--- src/rtl/relay_mux_pkg.sv ---
// Purpose: Shared constants and types for the relay mux self-test and reset block
// Assumes: Six sections of ten four-wire inputs, one relay board under control
// Notes: Relay state vector packs paths, common joins and one-wire paths
package relay_mux_pkg;

  // Switch matrix geometry
  localparam int NUM_SECT = 6;
  localparam int NUM_CHAN = 10;
  localparam int NUM_JOIN = NUM_SECT - 1;
  localparam int PATH_W = NUM_SECT * NUM_CHAN;
  localparam int SECT_W = 3;
  localparam int CHAN_W = 4;

  // Packed relay state layout
  localparam int PATH_LSB = 0;
  localparam int JOIN_LSB = PATH_LSB + PATH_W;
  localparam int OWP_LSB = JOIN_LSB + NUM_JOIN;
  localparam int REL_W = OWP_LSB + NUM_SECT;

  // Reset values
  localparam logic [REL_W-1:0] REL_RESET = {REL_W{1'b0}};
  localparam logic [NUM_SECT-1:0] CFG_RESET = {NUM_SECT{1'b0}};

  // Default width of the failure record (interface board plus relay board)
  localparam int DEF_FAIL_W = 2;

  // Sequencer states, one-hot
  typedef enum logic [2:0] {
    ST_IDLE = 3'h1,
    ST_IF = 3'h2,
    ST_INST = 3'h4
  } seq_state_t;

  // Routing operations
  typedef enum logic [2:0] {
    OP_CLOSE = 3'h0,
    OP_OPEN_ALL = 3'h1,
    OP_JOIN = 3'h2,
    OP_DISJOIN = 3'h3,
    OP_ONE_WIRE_CFG = 3'h4
  } route_op_t;

endpackage

--- src/rtl/in_sync3.sv ---
// Purpose: Three-stage synchroniser for a pin input with agreement filter
// Assumes: Input is asynchronous to clk
// Notes: Output changes only once stages two and three agree
`timescale 1ns/1ps
module in_sync3 #(
  parameter logic RESET_VAL = 1'b0
) (
  // Clock and reset
  input wire logic clk,
  input wire logic reset_n,
  // Pin and result
  input wire logic async_in,
  output logic sync_out
);

  logic [2:0] stage_reg; // Shift chain, bit 0 sees the pin
  logic [2:0] stage_next;
  logic out_reg; // Filtered level
  logic out_next;

  // Next values; stage 0 feeds only stage 1
  always_comb begin
    stage_next = {stage_reg[1:0], async_in};
    out_next = out_reg;
    if (stage_reg[1] == stage_reg[2]) begin
      out_next = stage_reg[2];
    end
  end

  // Registers
  always_ff @(posedge clk or negedge reset_n) begin
    if (!reset_n) begin
      stage_reg <= {3{RESET_VAL}};
      out_reg <= RESET_VAL;
    end else begin
      stage_reg <= stage_next;
      out_reg <= out_next;
    end
  end

  assign sync_out = out_reg;

endmodule // in_sync3

--- src/rtl/relay_mux_self_test_reset.sv ---
// Purpose: Self-test sequencing, failure line control and relay routing state
// Assumes: Test engines and the commander are logic on CLK
// Notes: Reset and supply pin inputs pass through in_sync3; SYSFAIL_IN is not used
// Notes on behaviour
// - Start test on power, hard, soft, command
// - Full test: interface test, then instrument test
// - Commanded test runs instrument test only
// - Backplane reset line acts as hard reset
// - Commander reset write acts as soft reset
// - Full test start asserts failure line, LED
// - Interface pass releases line; fail keeps it
// - Instrument test follows; failures are recorded
// - Power-on end opens relays unless excluded
// - Commanded test leaves failure line alone
// - Commanded test end restores relay state
// - Supply loss or reset asserts failure line
// - Inhibit releases line unless relay 5V lost
// - Close connects input c to section common
// - Join ties section 1 common to 2..s
// - Open all plus disjoin clears every path
// - One-wire close ties terminal to low wires
`timescale 1ns/1ps
module relay_mux_self_test_reset #(
  parameter int FAIL_W = relay_mux_pkg::DEF_FAIL_W
) (
  // Clock and reset
  input wire logic CLK,
  input wire logic RESET_N,
  // Backplane and supply pins
  input wire logic SYSRESET_N_PIN,
  input wire logic SUPPLY_OK_PIN,
  input wire logic RELAY_5V_OK_PIN,
  // Open-drain failure line
  input wire logic SYSFAIL_IN,
  output logic SYSFAIL_OUT,
  output logic SYSFAIL_OE_N,
  // Commander controls
  input wire logic SOFT_RESET_WR,
  input wire logic SYSFAIL_INHIBIT,
  input wire logic SELF_TEST_CMD,
  // Interface test engine
  output logic IF_TEST_START,
  input wire logic IF_TEST_DONE,
  input wire logic IF_TEST_PASS,
  // Instrument test engine
  output logic INST_TEST_START,
  input wire logic INST_TEST_DONE,
  input wire logic [FAIL_W-1:0] INST_TEST_FAIL,
  input wire logic TEST_REL_WR,
  input wire logic [relay_mux_pkg::REL_W-1:0] TEST_REL_VAL,
  // Status
  output logic FAILED_LED,
  output logic PASSED_STATE,
  output logic FAILED_STATE,
  output logic TEST_BUSY,
  output logic [FAIL_W-1:0] FAIL_RECORD,
  // Routing commands
  input wire logic ROUTE_VALID,
  input wire logic [2:0] ROUTE_OP,
  input wire logic [relay_mux_pkg::SECT_W-1:0] ROUTE_SECT,
  input wire logic [relay_mux_pkg::CHAN_W-1:0] ROUTE_CHAN,
  input wire logic RELAY_TYPE_EXCLUDED,
  // Relay drives
  output logic [relay_mux_pkg::PATH_W-1:0] PATH_CLOSE,
  output logic [relay_mux_pkg::NUM_JOIN-1:0] COMMON_JOIN,
  output logic [relay_mux_pkg::NUM_SECT-1:0] ONE_WIRE_PATH,
  output logic [relay_mux_pkg::NUM_SECT-1:0] ONE_WIRE_CFG
);

  // Synchronised pins
  logic sysrst_n_s; // Backplane reset, low active
  logic supply_ok_s; // All supplies present
  logic relay5v_s; // Relay board 5V present

  // Sequencer state
  relay_mux_pkg::seq_state_t state_reg, state_next;
  logic pwr_pend_reg, pwr_pend_next; // Power-up test still owed
  logic pwr_run_reg, pwr_run_next; // Current test came from power-up
  logic cmd_run_reg, cmd_run_next; // Current test came from command
  logic hr_prev_reg, hr_prev_next; // Previous reset line level
  logic if_start_reg, if_start_next;
  logic inst_start_reg, inst_start_next;
  logic led_reg, led_next;
  logic passed_reg, passed_next;
  logic failed_reg, failed_next;
  logic busy_reg, busy_next;
  logic oe_n_reg, oe_n_next;
  logic [FAIL_W-1:0] rec_reg, rec_next;

  // Relay state
  logic [relay_mux_pkg::REL_W-1:0] rel_reg, rel_next; // Live relay drives
  logic [relay_mux_pkg::REL_W-1:0] snap_reg, snap_next; // Pre-test copy
  logic [relay_mux_pkg::NUM_SECT-1:0] cfg_reg, cfg_next; // One-wire sections

  // Decoded events
  logic hr_active; // Backplane reset held
  logic hr_release; // Backplane reset just released
  logic full_go; // Start of a full test
  logic cmd_go; // Start of a commanded test
  logic inst_end; // Instrument test finished
  logic want_fail; // Something calls for the failure line

  // Pin synchronisers
  in_sync3 #(.RESET_VAL(1'b1)) u_sync_rst (
    .clk(CLK), .reset_n(RESET_N), .async_in(SYSRESET_N_PIN), .sync_out(sysrst_n_s));
  in_sync3 #(.RESET_VAL(1'b1)) u_sync_sup (
    .clk(CLK), .reset_n(RESET_N), .async_in(SUPPLY_OK_PIN), .sync_out(supply_ok_s));
  in_sync3 #(.RESET_VAL(1'b1)) u_sync_r5v (
    .clk(CLK), .reset_n(RESET_N), .async_in(RELAY_5V_OK_PIN), .sync_out(relay5v_s));

  // Event decode
  always_comb begin
    hr_active = ~sysrst_n_s;
    hr_release = sysrst_n_s & ~hr_prev_reg;
    full_go = ~hr_active & (SOFT_RESET_WR | hr_release | pwr_pend_reg);
    cmd_go = ~full_go & ~hr_active & SELF_TEST_CMD & (state_reg == relay_mux_pkg::ST_IDLE);
    inst_end = (state_reg == relay_mux_pkg::ST_INST) & INST_TEST_DONE;
  end

  // Sequencer next state
  always_comb begin
    state_next = state_reg;
    pwr_pend_next = pwr_pend_reg;
    pwr_run_next = pwr_run_reg;
    cmd_run_next = cmd_run_reg;
    hr_prev_next = sysrst_n_s;
    if_start_next = 1'b0;
    inst_start_next = 1'b0;
    led_next = led_reg;
    passed_next = passed_reg;
    failed_next = failed_reg;
    rec_next = rec_reg;
    if (hr_active) begin
      // Reset held: park and show failure
      state_next = relay_mux_pkg::ST_IDLE;
      led_next = 1'b1;
      passed_next = 1'b0;
      cmd_run_next = 1'b0;
    end else if (full_go) begin
      // Full test always opens with interface test
      state_next = relay_mux_pkg::ST_IF;
      if_start_next = 1'b1;
      led_next = 1'b1;
      passed_next = 1'b0;
      failed_next = 1'b0;
      pwr_run_next = pwr_pend_reg;
      pwr_pend_next = 1'b0;
      cmd_run_next = 1'b0;
    end else begin
      case (state_reg)
        relay_mux_pkg::ST_IDLE: begin
          // Command skips the interface test
          if (cmd_go) begin
            state_next = relay_mux_pkg::ST_INST;
            inst_start_next = 1'b1;
            rec_next = {FAIL_W{1'b0}};
            cmd_run_next = 1'b1;
            pwr_run_next = 1'b0;
          end
        end
        relay_mux_pkg::ST_IF: begin
          // Interface verdict, then instrument test
          if (IF_TEST_DONE) begin
            passed_next = IF_TEST_PASS;
            failed_next = ~IF_TEST_PASS;
            led_next = ~IF_TEST_PASS;
            state_next = relay_mux_pkg::ST_INST;
            inst_start_next = 1'b1;
            rec_next = {FAIL_W{1'b0}};
          end
        end
        relay_mux_pkg::ST_INST: begin
          // Record failures of every unit
          if (INST_TEST_DONE) begin
            rec_next = rec_reg | INST_TEST_FAIL;
            state_next = relay_mux_pkg::ST_IDLE;
          end
        end
        default: begin
          state_next = relay_mux_pkg::ST_IDLE;
        end
      endcase
    end
    busy_next = (state_next != relay_mux_pkg::ST_IDLE);
    // Failure line: full test, failed state, reset, supply loss
    want_fail = ((state_reg == relay_mux_pkg::ST_IF) & ~cmd_run_reg) | failed_reg
              | hr_active | pwr_pend_reg | ~supply_ok_s | ~relay5v_s;
    oe_n_next = ~(want_fail & ~(SYSFAIL_INHIBIT & relay5v_s));
  end

  // Sequencer registers
  always_ff @(posedge CLK or negedge RESET_N) begin
    if (!RESET_N) begin
      state_reg <= relay_mux_pkg::ST_IDLE;
      pwr_pend_reg <= 1'b1;
      pwr_run_reg <= 1'b0;
      cmd_run_reg <= 1'b0;
      hr_prev_reg <= 1'b1;
      if_start_reg <= 1'b0;
      inst_start_reg <= 1'b0;
      led_reg <= 1'b1;
      passed_reg <= 1'b0;
      failed_reg <= 1'b0;
      busy_reg <= 1'b0;
      oe_n_reg <= 1'b0;
      rec_reg <= {FAIL_W{1'b0}};
    end else begin
      state_reg <= state_next;
      pwr_pend_reg <= pwr_pend_next;
      pwr_run_reg <= pwr_run_next;
      cmd_run_reg <= cmd_run_next;
      hr_prev_reg <= hr_prev_next;
      if_start_reg <= if_start_next;
      inst_start_reg <= inst_start_next;
      led_reg <= led_next;
      passed_reg <= passed_next;
      failed_reg <= failed_next;
      busy_reg <= busy_next;
      oe_n_reg <= oe_n_next;
      rec_reg <= rec_next;
    end
  end

  // Relay next state
  always_comb begin
    int sect;
    int chan;
    sect = int'(ROUTE_SECT);
    chan = int'(ROUTE_CHAN);
    rel_next = rel_reg;
    snap_next = snap_reg;
    cfg_next = cfg_reg;
    if (cmd_go) begin
      snap_next = rel_reg;
    end
    if (inst_end & cmd_run_reg) begin
      rel_next = snap_reg;
    end else if (inst_end & pwr_run_reg & ~RELAY_TYPE_EXCLUDED) begin
      rel_next = relay_mux_pkg::REL_RESET;
    end else if (TEST_REL_WR & (state_reg == relay_mux_pkg::ST_INST)) begin
      rel_next = TEST_REL_VAL;
    end else if (ROUTE_VALID & (state_reg == relay_mux_pkg::ST_IDLE) & ~full_go) begin
      case (ROUTE_OP)
        relay_mux_pkg::OP_CLOSE: begin
          // Four-wire or one-wire close
          if (sect >= 1 && sect <= relay_mux_pkg::NUM_SECT
              && chan >= 1 && chan <= relay_mux_pkg::NUM_CHAN) begin
            if (cfg_reg[sect-1] && chan == 1) begin
              rel_next[relay_mux_pkg::OWP_LSB + sect - 1] = 1'b1;
            end else begin
              rel_next[relay_mux_pkg::PATH_LSB + (sect-1)*relay_mux_pkg::NUM_CHAN
                       + chan - 1] = 1'b1;
            end
          end
        end
        relay_mux_pkg::OP_OPEN_ALL: begin
          // Open paths, keep joins
          rel_next[relay_mux_pkg::JOIN_LSB-1:relay_mux_pkg::PATH_LSB] = '0;
          rel_next[relay_mux_pkg::REL_W-1:relay_mux_pkg::OWP_LSB] = '0;
        end
        relay_mux_pkg::OP_JOIN: begin
          // Section 1 common to sections 2..s
          for (int j = 0; j < relay_mux_pkg::NUM_JOIN; j++) begin
            if (j + 2 <= sect && sect <= relay_mux_pkg::NUM_SECT) begin
              rel_next[relay_mux_pkg::JOIN_LSB + j] = 1'b1;
            end
          end
        end
        relay_mux_pkg::OP_DISJOIN: begin
          // Separate all adjacent commons
          rel_next[relay_mux_pkg::OWP_LSB-1:relay_mux_pkg::JOIN_LSB] = '0;
        end
        relay_mux_pkg::OP_ONE_WIRE_CFG: begin
          // Put section into one-wire mode
          if (sect >= 1 && sect <= relay_mux_pkg::NUM_SECT) begin
            cfg_next[sect-1] = 1'b1;
          end
        end
        default: begin
          rel_next = rel_reg;
        end
      endcase
    end
  end

  // Relay registers
  always_ff @(posedge CLK or negedge RESET_N) begin
    if (!RESET_N) begin
      rel_reg <= relay_mux_pkg::REL_RESET;
      snap_reg <= relay_mux_pkg::REL_RESET;
      cfg_reg <= relay_mux_pkg::CFG_RESET;
    end else begin
      rel_reg <= rel_next;
      snap_reg <= snap_next;
      cfg_reg <= cfg_next;
    end
  end

  // Outputs, each from a register except SYSFAIL_OUT, which is tied low
  assign SYSFAIL_OUT = 1'b0;
  assign SYSFAIL_OE_N = oe_n_reg;
  assign IF_TEST_START = if_start_reg;
  assign INST_TEST_START = inst_start_reg;
  assign FAILED_LED = led_reg;
  assign PASSED_STATE = passed_reg;
  assign FAILED_STATE = failed_reg;
  assign TEST_BUSY = busy_reg;
  assign FAIL_RECORD = rec_reg;
  assign PATH_CLOSE = rel_reg[relay_mux_pkg::JOIN_LSB-1:relay_mux_pkg::PATH_LSB];
  assign COMMON_JOIN = rel_reg[relay_mux_pkg::OWP_LSB-1:relay_mux_pkg::JOIN_LSB];
  assign ONE_WIRE_PATH = rel_reg[relay_mux_pkg::REL_W-1:relay_mux_pkg::OWP_LSB];
  assign ONE_WIRE_CFG = cfg_reg;
endmodule // relay_mux_self_test_reset

--- config.mk ---
export PLATFORM = sky130hd
export DESIGN_NAME = relay_mux_self_test_reset
export DESIGN_NICKNAME = d
export VERILOG_FILES = /design/src/rtl/relay_mux_pkg.sv /design/src/rtl/in_sync3.sv /design/src/rtl/relay_mux_self_test_reset.sv
export SDC_FILE = /design/constraint.sdc
export NUM_CORES = 1
export LEC_CHECK = 0
export BUFFER_PORTS_ARGS = -buffer_cell sky130_fd_sc_hd__buf_2
export CORE_MARGIN = 3
export CORE_UTILIZATION = 59
export DETAILED_ROUTE_END_ITERATION = 7
export MAX_ROUTING_LAYER = met4
export PLACE_DENSITY = 0.94
export SLEW_MARGIN = 20
export SYNTH_ARGS = -nofsm -noshare
export SYNTH_HDL_FRONTEND = slang
export SYNTH_HIERARCHICAL = 1
export SYNTH_SLANG_ARGS = --single-unit
--- constraint.sdc ---
create_clock -name CLK -period 6.25 [get_ports CLK]
set_input_delay 1.25 -clock CLK [delete_from_list [all_inputs] [get_ports CLK]]
set_output_delay 1.25 -clock CLK [all_outputs]
set_load 0.01 [all_outputs]
# Word-level counts from Yosys, hierarchy flattened
# Cells that the tools add are included.
# Widths: inputs -> output; s select.
[totals]
regBits = 176
output_inout_bits = 87
inputBits = 98
elab_cells = 202
[op_classes]
bitwise_logic = 39
reduce_logical = 34
n_mux = 56
eq_ne = 25
addsub = 5
n_lt_le_gt_ge = 15
n_mul = 1
[ops]
columns = ["op", "n"]
rows = [
  ["$mux 71", 6],
  ["$or 71x71->71", 2],
  ["$pmux 60 s2", 1],
  ["$add 32x5->32", 1],
  ["$ge 32x1->1 const B", 1],
  ["$lt 32x9->1 const B", 1],
  ["$mux 1", 32],
  ["$sub 32x2->32 const B", 1],
  ["$ne 5x5->1 const B", 6],
  ["$reduce_and 4->1", 5],
  ["$and 1x1->1", 15],
  ["$mux 3", 5],
  ["$pmux 5 s3", 1],
  ["$demux 1 s7", 2],
  ["$not 1->1", 13],
  ["$logic_and 1x1->1", 12],
  ["$ne 3x3->1 const B", 4],
  ["$pmux 6 s2", 1],
  ["$reduce_and 6->1", 2],
  ["$eq 3x2->1 const B", 3],
  ["$ge 9x1->1 const B", 1],
  ["$le 3x3->1 const A", 3],
  ["$lt 9x9->1 const B", 1],
  ["$pmux 3 s3", 1],
  ["other kinds (32)", 55],
]

# Logic depth before layout (Yosys ltp)
[depth]
depth_word = 16
ltp_mapped = 22
ltp_nobuf = 19

# Hierarchy
# The synthesis kept the hierarchy.
[by_module_without_submodules]
columns = ["module", "instances", "cells_per_inst", "seq_area_each_um2", "area_per_inst_um2"]
rows = [
  ["relay_mux_self_test_reset", 1, 738, 4108.9, 8245.4],
  ["in_sync3", 3, 5, 105.1, 116.4],
]

# Worst setup path after synthesis
# OpenSTA, ideal clock, no wires.
[synth_timing]
path_kind = "input port to flip-flop"
startpoint = "in ROUTE_SECT[0] (netlist bit)"
endpoint = "reg rel_reg[64] (netlist bit)"
t_required_ns = 6.156
path_buffers = 3
path_slack_ns = 0.298
path_stages = 22
arrival_time_ns = 5.858
setup_ns = 0.094
cell_sequence = "buf_6 > clkbuf_1 > inv_1 > ha_1 > xnor2_1 > inv_1 > ha_1 > ha_1 > fa_1 > ha_1 > inv_1 > ha_1 > o21ai_0 > o22ai_1 > a21boi_0 > ha_1 > a21boi_0 > a31oi_1 > a2111oi_4 > buf_6 > nand4b_1 > a221oi_2"
[synth_via]
elab_chain_len = 16
elab_cells_between_ends = 39
classes_between = "5 x add/sub; 1 x mul; 7 x order compare; 2 x eq/ne; 14 x mux; 2 x bitwise; 8 x reduce/logical"
[synth_lines]
columns = ["element", "line", "rtl"]
rows = [
  ["start, declared", "relay_mux_self_test_reset.sv:60", "input wire logic [relay_mux_pkg::SECT_W-1:0] ROUTE_SECT,"],
  ["$sub 3x1->4", "relay_mux_self_test_reset.sv:248, relay_mux_self_test_reset.sv:251", ""],
  ["$mul 4x4->8", "relay_mux_self_test_reset.sv:251", "rel_next[relay_mux_pkg::PATH_LSB + (sect-1)*relay_mux_pkg::NUM_CHAN"],
  ["$add 32x5->32", "relay_mux_self_test_reset.sv:252", "+ chan - 1] = 1'b1;"],
  ["$sub 32x2->32", "relay_mux_self_test_reset.sv:252", ""],
  ["$ge 32x1->1 (implied by the code) or $lt 32x9->1 (tied branches)", "relay_mux_self_test_reset.sv:251", ""],
  ["$logic_and 1x1->1 (implied by the code)", "relay_mux_self_test_reset.sv:251", ""],
  ["$mux 1 (implied by the code)", "relay_mux_self_test_reset.sv:251", ""],
  ["$demux 1 s7", "relay_mux_self_test_reset.sv:251", ""],
  ["$or 71x71->71 (no source line)", "--", ""],
  ["$mux 71", "relay_mux_self_test_reset.sv:248", "if (cfg_reg[sect-1] && chan == 1) begin"],
  ["$mux 71", "relay_mux_self_test_reset.sv:246", "if (sect >= 1 && sect <= relay_mux_pkg::NUM_SECT"],
  ["$pmux 5 s3", "relay_mux_self_test_reset.sv:243", "case (ROUTE_OP)"],
  ["$mux 71", "relay_mux_self_test_reset.sv:242", "end else if (ROUTE_VALID & (state_reg == relay_mux_pkg::ST_IDLE) & ~full_go) begin"],
  ["$mux 71", "relay_mux_self_test_reset.sv:240", "end else if (TEST_REL_WR & (state_reg == relay_mux_pkg::ST_INST)) begin"],
  ["$mux 71", "relay_mux_self_test_reset.sv:238", "end else if (inst_end & pwr_run_reg & ~RELAY_TYPE_EXCLUDED) begin"],
  ["$mux 71", "relay_mux_self_test_reset.sv:236", "if (inst_end & cmd_run_reg) begin"],
  ["end signal, assigned", "relay_mux_self_test_reset.sv:289", "rel_reg <= relay_mux_pkg::REL_RESET;"],
  ["end signal, assigned", "relay_mux_self_test_reset.sv:293", "rel_reg <= rel_next;"],
  ["end, declared", "relay_mux_self_test_reset.sv:91", "logic [relay_mux_pkg::REL_W-1:0] rel_reg, rel_next;"],
]
# Parallel ways exist; a longest one is shown, timed or not. The select of a mux whose other input is x is not followed.
# A chain may end at the register's enable or synchronous reset.

# Final worst setup path
[layout_timing]
startpoint = "in ROUTE_SECT[1] (netlist bit)"
endpoint = "reg rel_reg[70] (netlist bit)"
[layout_via]
elab_chain_len = 16
elab_cells_between_ends = 36
classes_between = "5 x add/sub; 1 x mul; 6 x order compare; 1 x eq/ne; 14 x mux; 2 x bitwise; 7 x reduce/logical"
[layout_lines]
columns = ["element", "line"]
rows = [
  ["$sub 3x1->4", "relay_mux_self_test_reset.sv:248, relay_mux_self_test_reset.sv:251"],
  ["$mul 4x4->8", "relay_mux_self_test_reset.sv:251"],
  ["$add 32x5->32", "relay_mux_self_test_reset.sv:252"],
  ["$sub 32x2->32", "relay_mux_self_test_reset.sv:252"],
  ["$ge 32x1->1 (implied by the code) or $lt 32x9->1 (tied branches)", "relay_mux_self_test_reset.sv:251"],
  ["$logic_and 1x1->1 (implied by the code)", "relay_mux_self_test_reset.sv:251"],
  ["$mux 1 (implied by the code)", "relay_mux_self_test_reset.sv:251"],
  ["$demux 1 s7", "relay_mux_self_test_reset.sv:251"],
  ["$or 71x71->71 (no source line)", "--"],
  ["$mux 71", "relay_mux_self_test_reset.sv:248"],
  ["$mux 71", "relay_mux_self_test_reset.sv:246"],
  ["$pmux 6 s2", "relay_mux_self_test_reset.sv:243"],
  ["$mux 71", "relay_mux_self_test_reset.sv:242"],
  ["$mux 71", "relay_mux_self_test_reset.sv:240"],
  ["$mux 71", "relay_mux_self_test_reset.sv:238"],
  ["$mux 71", "relay_mux_self_test_reset.sv:236"],
]
# Parallel ways exist; a longest one is shown, timed or not. The select of a mux whose other input is x is not followed.

==> metrics.csv <==
metric,value,unit
outcome,"finished, violations left",
failed_checks,DRC,
min_period,6.01,ns
rsz0062_at_grt,no,
grt_pass1_vias,7377,
final_area,0.0102,mm^2
maxCapViolCount,0,
relSlewSlack,27.1,%
cts_tree,yes,
postRouteAntennaNets,0,
clock_latency,0.44,ns
h-tree-depth,4,
r2r-start,state_reg[2]$_DFF_PN0_,
die-area,0.0161,mm^2
tightestPinTransition,1.09,ns
ys_ff_latch,176,
crit_top_cell,ha_1,
r2r_setup_slack,2.15,ns
syn_nets,870,
clk_pin_slew,0.06,ns
required,6.59,ns
fillers,930,
timing.setup.tns,0,ns
start_util,61.2,%
finalHoldViolations,0,
antenna_found_initial,1,
drt_first_pass_iters,8,
yosysSeqAreaShare,51.5,%
place.gp.congestion,0.888,
end_kind,register,
die_h,127,um
synth_area,0.00859,mm^2
power.density,269,mW/mm^2
cts-buffers-inserted,17,
finClkSkew,0.0115,ns
area_delta_synth_final,18.8,%
synth_cell_type_count,68,
syn_area_per_cell,11.4,um^2
synth_edf_count,0,
track_usage,31.8,%
hold_class,register to register,
cp_max_fo,12,
r2r_cells,10,
critPathBufInv,4,
r2r_end,rel_reg[33]$_DFFE_PN0P_,
fmax,166,MHz
slowest_delay,0.61,ns
critPathLaunch,ROUTE_SECT[1],
port_buffers,182,
synthFlopType,dfrtp_1,
first_iter_violations,1346,
postPlaceCellArea,0.00965,mm^2
clock_sinks,176,
drive_above_1_share,36.2,%
io_pins,185,
grt.overflow.total,0,
arrival,6.35,ns
yosysWarnings,6,
setup_viol,0,
cts-hold-fix-buffers,0,
final_nets,1035,
clock-root-buffer,clkbuf_16,
fp.coreArea,0.0140,mm^2
routedWlPerCell,22.5,um
fin_crit_sh,96.1,%
path_class,primary input to register,
crit_chain,buf_2 -> inv_1 -> ha_1 -> xnor2_1 -> inv_1 -> ha_1 -> ha_1 -> fa_1 -> ha_1 -> inv_1 -> ha_1 -> o21ai_0 -> o22ai_1 -> a21boi_0 -> ha_1 -> a21boi_0 -> a31oi_1 -> a2111oi_4 -> nand3_1 -> o21ai_0,
slew_violations,0,
grt_max_degree,122,
core.rowCount,43,
post_cts_resized,0,
start_kind,primary input,
vias,7524,
grt_pass1_wl,38900,um
p_leak,0.00498,uW
ir_drop,0.239,mV
cp_slowest_cell,a2111oi_4,
whs_endpoint,u_sync_r5v/stage_reg[1]$_DFF_PN1_,
worstHoldStart,u_sync_r5v/stage_reg[0]$_DFF_PN1_,
post-dp-hpwl,16400,um
hold_depth,0,
cts_buffer_depth,2,
chipWidth,127,um
viasPerCell,6.77,
route.detailed.drc,19,
post_cts_buffers,0,
netlist_instances,753,
crit_family,adder cells,
async_flop_share,100,%
wl,25000,um
[cell families after synthesis]
group                    after synthesis  share of synthesized area (%)
XOR/XNOR                              13                           1.32
AND/OR/NAND/NOR                      152                           9.24
adder cells (fa/ha/maj)               22                           3.33
flip-flops                           176                           51.5
buffers and inverters                 71                           3.44
other                                  1                         0.0436
multiplexers                          75                           9.77
AO/OA/AOI/OAI                        243                           21.4
[area by class of cell]
type	count	area [um^2]	area share, %
clock buffers	22	474	4.65
inverters	24	90.1	0.882
repair buffers	193	1000	9.82
diodes	1	2.50	0.0245
multi-input cells	506	3910	38.3
clock inverters	10	78.8	0.772
well taps	180	225	2.21
flip-flops and latches	176	4420	43.3
[worst max path at each step]
stage	to	slack [ns]	depth (start not counted)
3_3_place_gp	rel_reg[30]$_DFFE_PN0P_	0.20	20
4_1_cts	rel_reg[70]$_DFFE_PN0P_	0.34	20
3_5_place_dp	rel_reg[6]$_DFFE_PN0P_	-0.1	20
5_1_grt	rel_reg[6]$_DFFE_PN0P_	0.008	20
2_1_floorplan	rel_reg[64]$_DFFE_PN0P_	0.30	22
6_report	rel_reg[70]$_DFFE_PN0P_	0.24	20
[per-stage QoR]
step / power (uW) / std cells / util [%] / worst slack, ns / hold WS [ns]
global placement: 1720 / 1079 / 68.7 / 0.205 / 0.346
CTS: 2740 / 1111 / 72.7 / 0.338 / 0.356
finish: 2740 / 1112 / 72.7 / 0.242 / 0.355
detailed placement: 1750 / 1079 / 68.7 / -0.0958 / 0.347
floorplan: 1560 / 753 / - / 0.298 / 0.345
global route: 2860 / 1112 / 72.7 / 0.00753 / 0.358
[routing by layer]
metal	vias up	routed length, um	track usage [%]
met4	0	1140	14.4
met5	-	0	-
li1	3255	-	-
met2	493	11900	48.5
met1	3682	9610	41.3
met3	94	2350	6.61
[cell usage in the layout, fill, tap and decap left out, types with 5 or more instances in the layout]
cell / instances
ha_1: 17
inv_1: 24
a22oi_1: 7
nand3_1: 24
mux2_2: 71
clkbuf_16: 17
a222oi_1: 66
nand4_1: 7
nand2_1: 25
xnor2_1: 7
nor3b_1: 6
nor2b_1: 5
dfstp_2: 16
a21oi_1: 21
xor2_1: 6
buf_4: 11
a211oi_2: 5
a22o_1: 22
nor2_1: 40
buf_2: 181
a21o_1: 6
nor3_1: 13
o21ai_0: 80
dfrtp_1: 160
[synthesized netlist by cell type, types with 5 or more instances]
| cell type | n | share of area [%] |
|---|---|---|
| dfrtp_1 | 160 | 47 |
| o21ai_0 | 80 | 4.7 |
| mux2_2 | 71 | 9.3 |
| a222oi_1 | 66 | 7.7 |
| nor2_1 | 41 | 1.8 |
| clkbuf_1 | 35 | 1.5 |
| nand2_1 | 25 | 1.1 |
| inv_1 | 24 | 1.0 |
| nand3_1 | 24 | 1.4 |
| a21oi_1 | 23 | 1.3 |
| a22o_1 | 22 | 2.2 |
| ha_1 | 17 | 2.5 |
| dfstp_2 | 16 | 4.9 |
| nor3_1 | 13 | 0.76 |
| buf_2 | 8 | 0.47 |
| a22oi_1 | 7 | 0.61 |
| nand4_1 | 7 | 0.51 |
| xnor2_1 | 7 | 0.71 |
| a21o_1 | 6 | 0.52 |
| nor2b_1 | 6 | 0.44 |
| nor3b_1 | 6 | 0.52 |
| xor2_1 | 6 | 0.61 |
| a211oi_2 | 5 | 0.73 |
[report_power, final]
group	internal, uW	switching, uW	leakage [uW]
logic	182	334	0.00233
clock network	545	451	0.000265
registers	1190	36.7	0.00239
total	1920	821	0.00498
No activity file was read; power rests on OpenSTA's default activity.
